`config.mk`:
```
export PLATFORM = sky130hd
export DESIGN_NAME = sfc_core
export DESIGN_NICKNAME = d
export VERILOG_FILES = /design/src/rtl/sfc_pkg.sv /design/src/rtl/sfc_core.sv
export SDC_FILE = /design/constraint.sdc
export NUM_CORES = 1
export LEC_CHECK = 0
export ABC_AREA = 1
export BUFFER_PORTS_ARGS = -buffer_cell sky130_fd_sc_hd__buf_4
export CORE_UTILIZATION = 60
export DETAILED_ROUTE_END_ITERATION = 10
export PLACE_DENSITY = 0.8
export SYNTH_ARGS = -nofsm -noshare
export SYNTH_HDL_FRONTEND = slang
export SYNTH_SLANG_ARGS = --single-unit
```
`constraint.sdc`:
```
create_clock -name hclk -period 19.85 [get_ports hclk]
set_input_delay 3.97 -clock hclk [delete_from_list [all_inputs] [get_ports hclk]]
set_output_delay 3.97 -clock hclk [all_outputs]
set_load 0.01 [all_outputs]
```
`src/rtl/sfc_pkg.sv`:
```
// Shared constants, frame check function and state record of the serial control block
package sfc_pkg;

   // Register indices; byte address on the register bus is four times the index
   localparam logic [6:0] REG_REV   = 7'h00;
   localparam logic [6:0] REG_STAT  = 7'h01;
   localparam logic [6:0] REG_INTEN = 7'h02;
   localparam logic [6:0] REG_CFG   = 7'h03;
   localparam logic [6:0] REG_SRST  = 7'h06;
   localparam logic [6:0] REG_DATA0 = 7'h07;

   // Arbitrary revision code, not tied to any real part
   localparam logic [15:0] REV_ID = 16'h5A01;

   // Status bit positions
   localparam int ST_FRAME_ERR = 0;
   localparam int ST_IDLE_EXP  = 2;
   localparam int ST_HV_LOSS   = 3;

   // Configuration bit positions and reset value
   localparam int CFG_CRC_EN    = 0;
   localparam int CFG_IDLE_ON   = 2;
   localparam int CFG_IDLE_FULL = 3;
   localparam int CFG_SEL_LSB   = 4;
   localparam int CFG_REF_SEL   = 8;
   localparam int CFG_TRANS_LSB = 12;
   localparam logic [15:0] CFG_RST   = 16'h0001;
   localparam logic [15:0] CFG_WMASK = 16'hFDFF;

   // Soft reset bit positions
   localparam int SR_FULL  = 8;
   localparam int SR_CLEAR = 12;

   // Frame lengths in serial clocks
   localparam logic [5:0] FRAME_LEN_CRC   = 6'h20;
   localparam logic [5:0] FRAME_LEN_PLAIN = 6'h18;
   localparam logic [5:0] HDR_LEN         = 6'h08;

   // Idle watch timebase: one step of the select field is 100 ms
   localparam int CLK_MHZ          = 100;
   localparam int IDLE_STEP_MS     = 100;
   localparam int IDLE_STEP_CYCLES = IDLE_STEP_MS * 1000 * CLK_MHZ;
   localparam int TICK_W           = 24;

   // Frame check code: generator 0x31, processed reflected, start at zero, no final xor
   localparam logic [7:0] CRC_POLY      = 8'h31;
   // Generator 0x31 with its bit order reversed, for low-bit-first shifting
   localparam logic [7:0] CRC_POLY_REFL = 8'h8C;
   localparam logic [7:0] CRC_INIT      = 8'h00;

   localparam int N_CH = 4;

   // Check byte over three bytes taken in order, each byte low bit first
   function automatic logic [7:0] sfc_crc8(input logic [23:0] d);
      logic [7:0] c;
      c = CRC_INIT;
      for (int b = 2; b >= 0; b--) begin
         c = c ^ d[b*8 +: 8];
         for (int k = 0; k < 8; k++) begin
            c = c[0] ? ((c >> 1) ^ CRC_POLY_REFL) : (c >> 1);
         end
      end
      return c;
   endfunction : sfc_crc8

   // Whole state of the block
   typedef struct packed {
      logic [1:0]             cs_s;
      logic [1:0]             sclk_s;
      logic [1:0]             mosi_s;
      logic [1:0]             ld_s;
      logic [1:0]             hv_s;
      logic                   cs_d;
      logic                   sclk_d;
      logic [5:0]             cnt;
      logic [5:0]             fcnt;
      logic [31:0]            shf;
      logic [23:0]            tx;
      logic                   miso;
      logic                   rdy_n;
      logic                   f_crc;
      logic                   f_tmo;
      logic                   f_hv;
      logic [15:0]            inten;
      logic [15:0]            cfg;
      logic [N_CH-1:0][11:0]  data;
      logic [N_CH-1:0][11:0]  latch;
      logic                   active;
      logic [TICK_W-1:0]      tick;
      logic [4:0]             idle;
      logic                   a_wr;
      logic [6:0]             a_idx;
      logic [31:0]            hrdata;
   } sfc_state_t;

endpackage : sfc_pkg

```
`src/rtl/sfc_core.sv`:
```
// Serial frame check, idle watch, chain ready, latch load and resets with register slave
// Operation
// - Check byte is an 8-bit cyclic code with generator 0x31.
// - Each byte is processed low bit first, byte order kept, result reflected.
// - Check starts at zero each frame, final value used without xor.
// - Write check covers register number, direction bit and 16-bit payload.
// - Read check byte covers received header plus the 16 returned bits.
// - Frame well-formed: select low, at least 24 or 32 clocks, select high.
// - A frame with a wrong check byte still counts for the idle watch.
// - Idle interval restarts each well-formed frame, length 100 ms to 1.6 s.
// - No well-formed frame before the interval ends sets the expired flag.
// - Expiry with full-reset option restores registers, keeping four named bits.
// - Idle watch off after reset, first interval starts when enabling frame ends.
// - Chain ready goes low on 24th or 32nd serial clock falling edge.
// - Falling load input moves all non-transparent channel data into latches together.
// - While load input is low, channel data flows straight into latches.
// - Transparent channel latch follows a data write at once, any load level.
// - Non-transparent channel latch loads only while the load input is low, from its falling edge on.
// - Block held in reset while the power-on indication is asserted.
// - High supply loss report sets the supply-loss flag.
// - Full soft reset keeps check enable and reference; soft clear zeros data.
// - Hardware reset input restores power-on state and aborts any frame.
// - Frame is number, direction, payload, check byte, most significant first.
// - Frame check enable resets to one.
//
// The AHB-Lite slave port and the register addresses were chosen for this implementation.
`timescale 1ns/10ps

module sfc_core #(
   parameter int unsigned TICK_CYCLES = sfc_pkg::IDLE_STEP_CYCLES
) (
   // Clock and resets
   input  logic                                 hclk,
   input  logic                                 hresetn,
   input  logic                                 hw_rst_n,
   input  logic                                 por_hold,
   // AHB-Lite register slave
   input  logic                                 hsel,
   input  logic [31:0]                          haddr,
   input  logic [1:0]                           htrans,
   input  logic                                 hwrite,
   input  logic [2:0]                           hsize,
   input  logic [31:0]                          hwdata,
   input  logic                                 hready,
   output logic                                 hreadyout,
   output logic                                 hresp,
   output logic [31:0]                          hrdata,
   // Serial link
   input  logic                                 spi_cs_n,
   input  logic                                 spi_sclk,
   input  logic                                 spi_mosi,
   output logic                                 spi_miso,
   output logic                                 chain_ready_n,
   // Converter side
   input  logic                                 latch_load_n,
   input  logic                                 high_supply_lost,
   output logic [sfc_pkg::N_CH-1:0][11:0]       dac_latch
);
   import sfc_pkg::*;

   sfc_state_t s_r;
   sfc_state_t s_nxt;
   logic [1:0] rst_sync_r;
   logic       rst_n;
   logic       rst_raw_n;

   assign rst_raw_n = hresetn & hw_rst_n & ~por_hold;

   always_ff @(posedge hclk or negedge rst_raw_n) begin
      if (!rst_raw_n) begin
         rst_sync_r <= 2'b00;
      end else begin
         rst_sync_r <= {rst_sync_r[0], 1'b1};
      end
   end
   assign rst_n = rst_sync_r[1];

   // Register read view
   function automatic logic [15:0] rd_reg(input sfc_state_t s, input logic [6:0] idx);
      logic [15:0] r;
      r = 16'h0000;
      if (idx == REG_REV) begin
         r = REV_ID;
      end else if (idx == REG_STAT) begin
         r[ST_FRAME_ERR] = s.f_crc;
         r[ST_IDLE_EXP]  = s.f_tmo;
         r[ST_HV_LOSS]   = s.f_hv;
      end else if (idx == REG_INTEN) begin
         r = s.inten;
      end else if (idx == REG_CFG) begin
         r = s.cfg;
      end
      for (int i = 0; i < N_CH; i++) begin
         if (idx == REG_DATA0 + 7'(i)) begin
            r = {s.data[i], 4'h0};
         end
      end
      return r;
   endfunction : rd_reg

   // Power-on values except check enable and reference, which both kinds keep; idle kind also keeps the expired flag and its mask bit
   function automatic sfc_state_t reg_defaults(input sfc_state_t s, input logic idle_kind);
      sfc_state_t o;
      o       = s;
      o.cfg   = CFG_RST;
      o.cfg[CFG_CRC_EN]  = s.cfg[CFG_CRC_EN];
      o.cfg[CFG_REF_SEL] = s.cfg[CFG_REF_SEL];
      o.inten = 16'h0000;
      o.inten[ST_IDLE_EXP] = idle_kind & s.inten[ST_IDLE_EXP];
      o.f_crc = 1'b0;
      o.f_hv  = 1'b0;
      o.f_tmo = idle_kind & s.f_tmo;
      o.data  = '0;
      o.latch = '0;
      o.active = 1'b0;
      return o;
   endfunction : reg_defaults

   // Register write; status bits clear on writing one
   function automatic sfc_state_t wr_reg(input sfc_state_t s, input logic [6:0] idx,
                                         input logic [15:0] d);
      sfc_state_t o;
      o = s;
      if (idx == REG_STAT) begin
         o.f_crc = s.f_crc & ~d[ST_FRAME_ERR];
         o.f_tmo = s.f_tmo & ~d[ST_IDLE_EXP];
         o.f_hv  = s.f_hv & ~d[ST_HV_LOSS];
      end else if (idx == REG_INTEN) begin
         o.inten = d;
      end else if (idx == REG_CFG) begin
         o.cfg = d & CFG_WMASK;
      end else if (idx == REG_SRST) begin
         if (d[SR_FULL]) begin
            o = reg_defaults(o, 1'b0);
         end
         if (d[SR_CLEAR]) begin
            o.data  = '0;
            o.latch = '0;
         end
      end
      for (int i = 0; i < N_CH; i++) begin
         if (idx == REG_DATA0 + 7'(i)) begin
            o.data[i] = d[15:4];
         end
      end
      return o;
   endfunction : wr_reg

   logic        sclk_rise;
   logic        sclk_fall;
   logic        cs_rise;
   logic [5:0]  need;
   logic        well_formed;
   logic [23:0] body;
   logic        frame_rd;
   logic        crc_ok;
   logic        crc_err;
   logic        spi_wr;
   logic        expire;
   logic [7:0]  hdr;
   logic [15:0] rdata;
   logic [4:0]  idle_len;

   // Next-state logic
   always_comb begin
      s_nxt = s_r;
      // Pin synchronisers, first stage read only by the second
      s_nxt.cs_s   = {s_r.cs_s[0], spi_cs_n};
      s_nxt.sclk_s = {s_r.sclk_s[0], spi_sclk};
      s_nxt.mosi_s = {s_r.mosi_s[0], spi_mosi};
      s_nxt.ld_s   = {s_r.ld_s[0], latch_load_n};
      s_nxt.hv_s   = {s_r.hv_s[0], high_supply_lost};
      s_nxt.cs_d   = s_r.cs_s[1];
      s_nxt.sclk_d = s_r.sclk_s[1];
      sclk_rise = s_r.sclk_s[1] & ~s_r.sclk_d;
      sclk_fall = ~s_r.sclk_s[1] & s_r.sclk_d;
      cs_rise   = s_r.cs_s[1] & ~s_r.cs_d;
      need = s_r.cfg[CFG_CRC_EN] ? FRAME_LEN_CRC : FRAME_LEN_PLAIN;
      hdr   = {s_r.shf[6:0], s_r.mosi_s[1]};
      rdata = rd_reg(s_r, hdr[7:1]);

      // Serial shift, chain ready and read return
      if (s_r.cs_s[1]) begin
         s_nxt.cnt   = 6'h00;
         s_nxt.fcnt  = 6'h00;
         s_nxt.tx    = 24'h000000;
         s_nxt.miso  = 1'b0;
         s_nxt.rdy_n = 1'b1;
      end else begin
         if (sclk_rise && s_r.cnt != 6'h3F) begin
            if (s_r.cnt < need) begin
               s_nxt.shf = {s_r.shf[30:0], s_r.mosi_s[1]};
            end
            s_nxt.cnt = s_r.cnt + 6'h01;
            if (s_r.cnt == HDR_LEN - 6'h01) begin
               s_nxt.tx = {rdata, sfc_crc8({hdr, rdata})};
            end
         end
         if (sclk_fall && s_r.fcnt != 6'h3F) begin
            s_nxt.fcnt = s_r.fcnt + 6'h01;
            if (s_r.fcnt + 6'h01 == need) begin
               s_nxt.rdy_n = 1'b0;
            end
            if (s_r.cnt >= HDR_LEN) begin
               s_nxt.miso = s_r.tx[23];
               s_nxt.tx   = {s_r.tx[22:0], 1'b0};
            end
         end
      end

      well_formed = cs_rise && (s_r.cnt >= need);
      body     = s_r.cfg[CFG_CRC_EN] ? s_r.shf[31:8] : s_r.shf[23:0];
      frame_rd = body[16];
      crc_ok   = !s_r.cfg[CFG_CRC_EN] || (sfc_crc8(body) == s_r.shf[7:0]);
      spi_wr   = well_formed && !frame_rd && crc_ok;
      crc_err  = well_formed && !frame_rd && !crc_ok;

      // Bus address phase and read data
      s_nxt.a_wr  = hsel & htrans[1] & hready & hwrite;
      s_nxt.a_idx = (haddr[31:8] == 24'h000000) ? {1'b0, haddr[7:2]} : 7'h7F;
      if (hsel && htrans[1] && hready && !hwrite) begin
         s_nxt.hrdata = {16'h0000, rd_reg(s_r, s_nxt.a_idx)};
      end
      if (s_r.a_wr) begin
         s_nxt = wr_reg(s_nxt, s_r.a_idx, hwdata[15:0]);
      end
      if (spi_wr) begin
         s_nxt = wr_reg(s_nxt, body[23:17], body[15:0]);
      end

      idle_len = {1'b0, s_nxt.cfg[CFG_SEL_LSB +: 4]} + 5'h01;
      expire   = 1'b0;
      if (well_formed) begin
         s_nxt.tick = '0;
         s_nxt.idle = 5'h00;
         s_nxt.active = s_nxt.cfg[CFG_IDLE_ON];
      end else if (!s_nxt.cfg[CFG_IDLE_ON]) begin
         s_nxt.active = 1'b0;
      end else if (s_r.active) begin
         if (s_r.tick == TICK_W'(TICK_CYCLES - 1)) begin
            s_nxt.tick = '0;
            s_nxt.idle = s_r.idle + 5'h01;
            if (s_r.idle + 5'h01 >= idle_len) begin
               expire       = 1'b1;
               s_nxt.active = 1'b0;
            end
         end else begin
            s_nxt.tick = s_r.tick + TICK_W'(1);
         end
      end
      if (expire && s_nxt.cfg[CFG_IDLE_FULL]) begin
         s_nxt = reg_defaults(s_nxt, 1'b1);
      end

      // Event sets win over clears
      s_nxt.f_tmo = s_nxt.f_tmo | expire;
      s_nxt.f_crc = s_nxt.f_crc | crc_err;
      s_nxt.f_hv  = s_nxt.f_hv | s_r.hv_s[1];

      // load on falling edge, pass while low, transparent, hold
      for (int i = 0; i < N_CH; i++) begin
         if (s_nxt.cfg[CFG_TRANS_LSB + i] || !s_r.ld_s[1]) begin
            s_nxt.latch[i] = s_nxt.data[i];
         end
      end
   end

   // State register
   always_ff @(posedge hclk or negedge rst_n) begin
      if (!rst_n) begin
         s_r        <= '0;
         s_r.cfg    <= CFG_RST;
         s_r.rdy_n  <= 1'b1;
         s_r.cs_s   <= 2'b11;
         s_r.cs_d   <= 1'b1;
         s_r.ld_s   <= 2'b11;
      end else begin
         s_r <= s_nxt;
      end
   end

   // Outputs
   assign hreadyout     = 1'b1;
   assign hresp         = 1'b0;
   assign hrdata        = s_r.hrdata;
   assign spi_miso      = s_r.miso;
   assign chain_ready_n = s_r.rdy_n;
   assign dac_latch     = s_r.latch;
endmodule : sfc_core

```
==> key figures <==
Worst setup path
  • Req. time, crit path: 20.35 ns
  • FF-to-FF path depth: 43
  • CP endpoint kind: register
  • Most common cell on crit path: nand2_1
  • Reg-to-reg setup timing slack: 11.16 ns
  • Worst Path Max Fanout: 87
  • R2R Path End: dac_latch[32]$_DFF_PN0_
  • CP arrival: 9.19 ns
  • Critical Path Source Type: register
  • Slowest CP cell: buf_4
  • CP max stage delay: 0.76 ns
  • Kind of critical path: register to register
  • R2r startpoint: s_r[166]$_DFF_PN1_

Clock tree
  • CTS Buffer Depth: 3
  • TritonCTS clock tree: yes
  • Number of buffers created by CTS: 31
  • CTS root buffer: clkbuf_16
  • Post-CTS setup buffers: 0
  • CTS hold repair buffers: 0
  • CTS H-tree lvls: 1
  • Clk sinks: 269
  • Worst-path clk slew: 0.07 ns
  • CTS resizes: 0
  • Later-pin clock latency in the skew report: 0.58 ns

Place
  • PortBufs: 124
  • Placed Instances: 3051
  • HPWL Detailed: 46350 microns
  • GPL Wtd Cong: 1.015

Synthesis
  • Synth top area share: 34.58%
  • Synth Instances: 2704
  • Synthesized area per cell: 7.012 sq um
  • Post-synth EDFFs: 0
  • Post-synthesis cell area: 0.01896 sq mm
  • Leading area contributor after synthesis: dfrtp_1
  • Top post-synthesis cells by area: dfrtp_1 35%, nand2_1 12%, inv_1 7.3%
  • Sequential fraction of the synthesis area: 35.55%
  • Yosys cell types: 58
  • Most used DFF post-synth: dfrtp_1
  • Flops & latches, synth: 269
  • Ys async rst share: 100.0%
  • Yosys Warn Count: 0

Floorplan
  • Die area: 0.03232 sq mm
  • # rows: 64
  • Num ports: 165
  • Chip Height: 179.8 microns
  • Core Region: 0.03083 sq mm
  • Chip Width: 179.8 microns
  • Initial core utilization: 61.50%

Detailed routing
  • DRC: 16
  • Vias per cell: 6.094
  • Routed Wire Length: 63430 microns
  • First-pass DRT Iterations: 9
  • Initial DRC Count: 2404
  • Vias after detailed routing: 18950
  • ANT nets after route: 0
  • Routed len/inst: 20.40 microns

Final layout
  • Nets: 2781
  • Final Util: 66.07%
  • # fillers: 2732
  • Most common cell after layout, fill and taps aside: nand2_1
  • Ant diodes: 0
  • Layout cell share with drive strength beyond 1: 12.50%
  • Layout Area Growth over Synthesis: 7.424%
  • Commonest non-fill, non-tap cells in the layout: 614 x nand2_1, 370 x inv_1, 261 x dfrtp_1, 180 x o21ai_0, 158 x nand3_1
  • Final Non-Filler Cells: 3109

Timing
  • RSZ-0062 raised after global routing: false
  • Max Freq: 115.1 MHz
  • Final Hold Fails: 0
  • Worst Hold Margin: 0.2748 ns
  • Tmin final: 8.688 ns
  • Slew @ Worst Pin: 1.320 ns
  • Max-slew violation count: 0
  • Setup Skew: 0.01312 ns
  • Final period util: 43.77%
  • Setup TNS Final: 0 ns
  • Final setup viols: 0
  • Slew headroom: 11.40%

Outcome
  • Outcome: complete, but fails checks
  • Failing checks: design-rule violations

Power and ir drop
  • VDD IR max: 245.8 uV
  • Leak Pwr: 10.00 nW
  • Total power: 2.520 mW
  • Pwr/cell area: 123.7 mW/mm^2

GRT
  • Pin count of the biggest net entering global routing: 162
  • Vias in the first global route: 17100
  • Initial antenna violation count: 2
  • Tot GR Track Use: 38.47%
  • First-pass GRT wire length: 97140 microns
  • GR Overflow Total: 0

Hold path
  • Worst Hold Class: register to async pin

Run
  • Max Cap Viol: 0
[through the flow]
stage                     instance area [sq um]  worst slack [ns]
after global placement                    19370             11.12
final                                     20370             11.16
after detailed placement                  19370             10.97
after CTS                                 20370             11.44
after floorplan                           19020             11.81
after global routing                      20370             10.61
[cells by family (layout without fill, tap and decap cells)]
family	Yosys count	after routing	share of synthesized area, %
flops	269	269	35.55
buf+inv	653	645	15.44
xor+xnor	73	73	3.451
compound gates	575	575	18.91
simple gates	1119	1119	25.77
other cells	2	19	0.03961
mux	1	1	0.05279
fa+ha+maj	12	12	0.7918
[critical path: cells and delay by family, from the launching register on]
kind / cells / cell delay (ns)
simple gates: 30 / 3.53
buf+inv: 6 / 2.34
compound gates: 5 / 1.38
flops: 1 / 0.53
xor+xnor: 1 / 0.35
fa+ha+maj: 1 / 0.33
[worst max-delay path by stage]
stage                                  startpoint                 endpoint  cells past startpoint  slack [ns]
final                          s_r[166]$_DFF_PN1_  dac_latch[32]$_DFF_PN0_                     43       11.16
after global routing           s_r[166]$_DFF_PN1_  dac_latch[45]$_DFF_PN0_                     42       10.61
after CTS                      s_r[166]$_DFF_PN1_  dac_latch[32]$_DFF_PN0_                     43       11.44
after detailed placement                hwdata[8]  dac_latch[46]$_DFF_PN0_                     21       10.97
after global placement                  hwdata[8]  dac_latch[47]$_DFF_PN0_                     21       11.12
after floorplan           rst_sync_r[1]$_DFF_PN0_   dac_latch[0]$_DFF_PN0_                      0       11.81
[registers in the layout (all words and copies together) (netlist names)]
register	cells
chain_ready_n	1
dac_latch	48
hdr	8
hrdata	16
rst_sync_r	2
s_r	193
spi_miso	1
[report_power, final]
| part | total [mW] | switching (mW) | internal [mW] |
|---|---|---|---|
| Clock | 0.565 | 0.241 | 0.324 |
| Sequential | 0.668 | 0.0669 | 0.601 |
| Combinational | 1.29 | 0.829 | 0.458 |
[synthesized netlist by cell type (3+ instances only)]
library cell	number
nand2_1	614
inv_1	370
dfrtp_1	262
o21ai_0	181
nand3_1	158
nor2_1	145
buf_4	90
o211ai_1	83
a21oi_1	80
clkbuf_1	78
nand4_1	73
inv_2	67
nor3_1	52
xor2_1	51
a31oi_1	50
o22ai_1	50
buf_2	30
a22oi_1	27
o21a_1	25
nand2_2	20
xnor2_1	20
nor4_1	19
a32oi_1	16
or2_2	14
a221oi_1	13
ha_1	12
o21ai_1	12
buf_6	11
o21ai_2	10
dfstp_2	7
nor2_2	7
a31o_2	5
nand3b_1	5
a211oi_1	4
nand3_2	4
o2111ai_1	4
o31ai_1	4
a32o_1	3
o221ai_1	3
[final cells by class]
cell class	instances	area (sq um)	area share (%)
Clock inverter	11	101.3	0.4976
Timing Repair Buffer	146	1109	5.443
Clock buffer	47	895.9	4.398
Multi-Input combinational cell	1799	9360	45.95
Tap cell	396	495.5	2.433
Sequential cell	269	6744	33.11
Inverter	441	1663	8.164
[metal layers]
metal  share of wire (%)  vias to the layer above  wire (microns)  global-route usage, %
met4                 5.1                        4            3242                  17.62
met5               0.036                        -              23                      0
li1                    -                     8798               -                      -
met2                  43                     1064           26970                  57.12
met1                  41                     8888           26110                  54.57
met3                  11                      192            7080                  7.030
(Power assumes the default switching activity.)
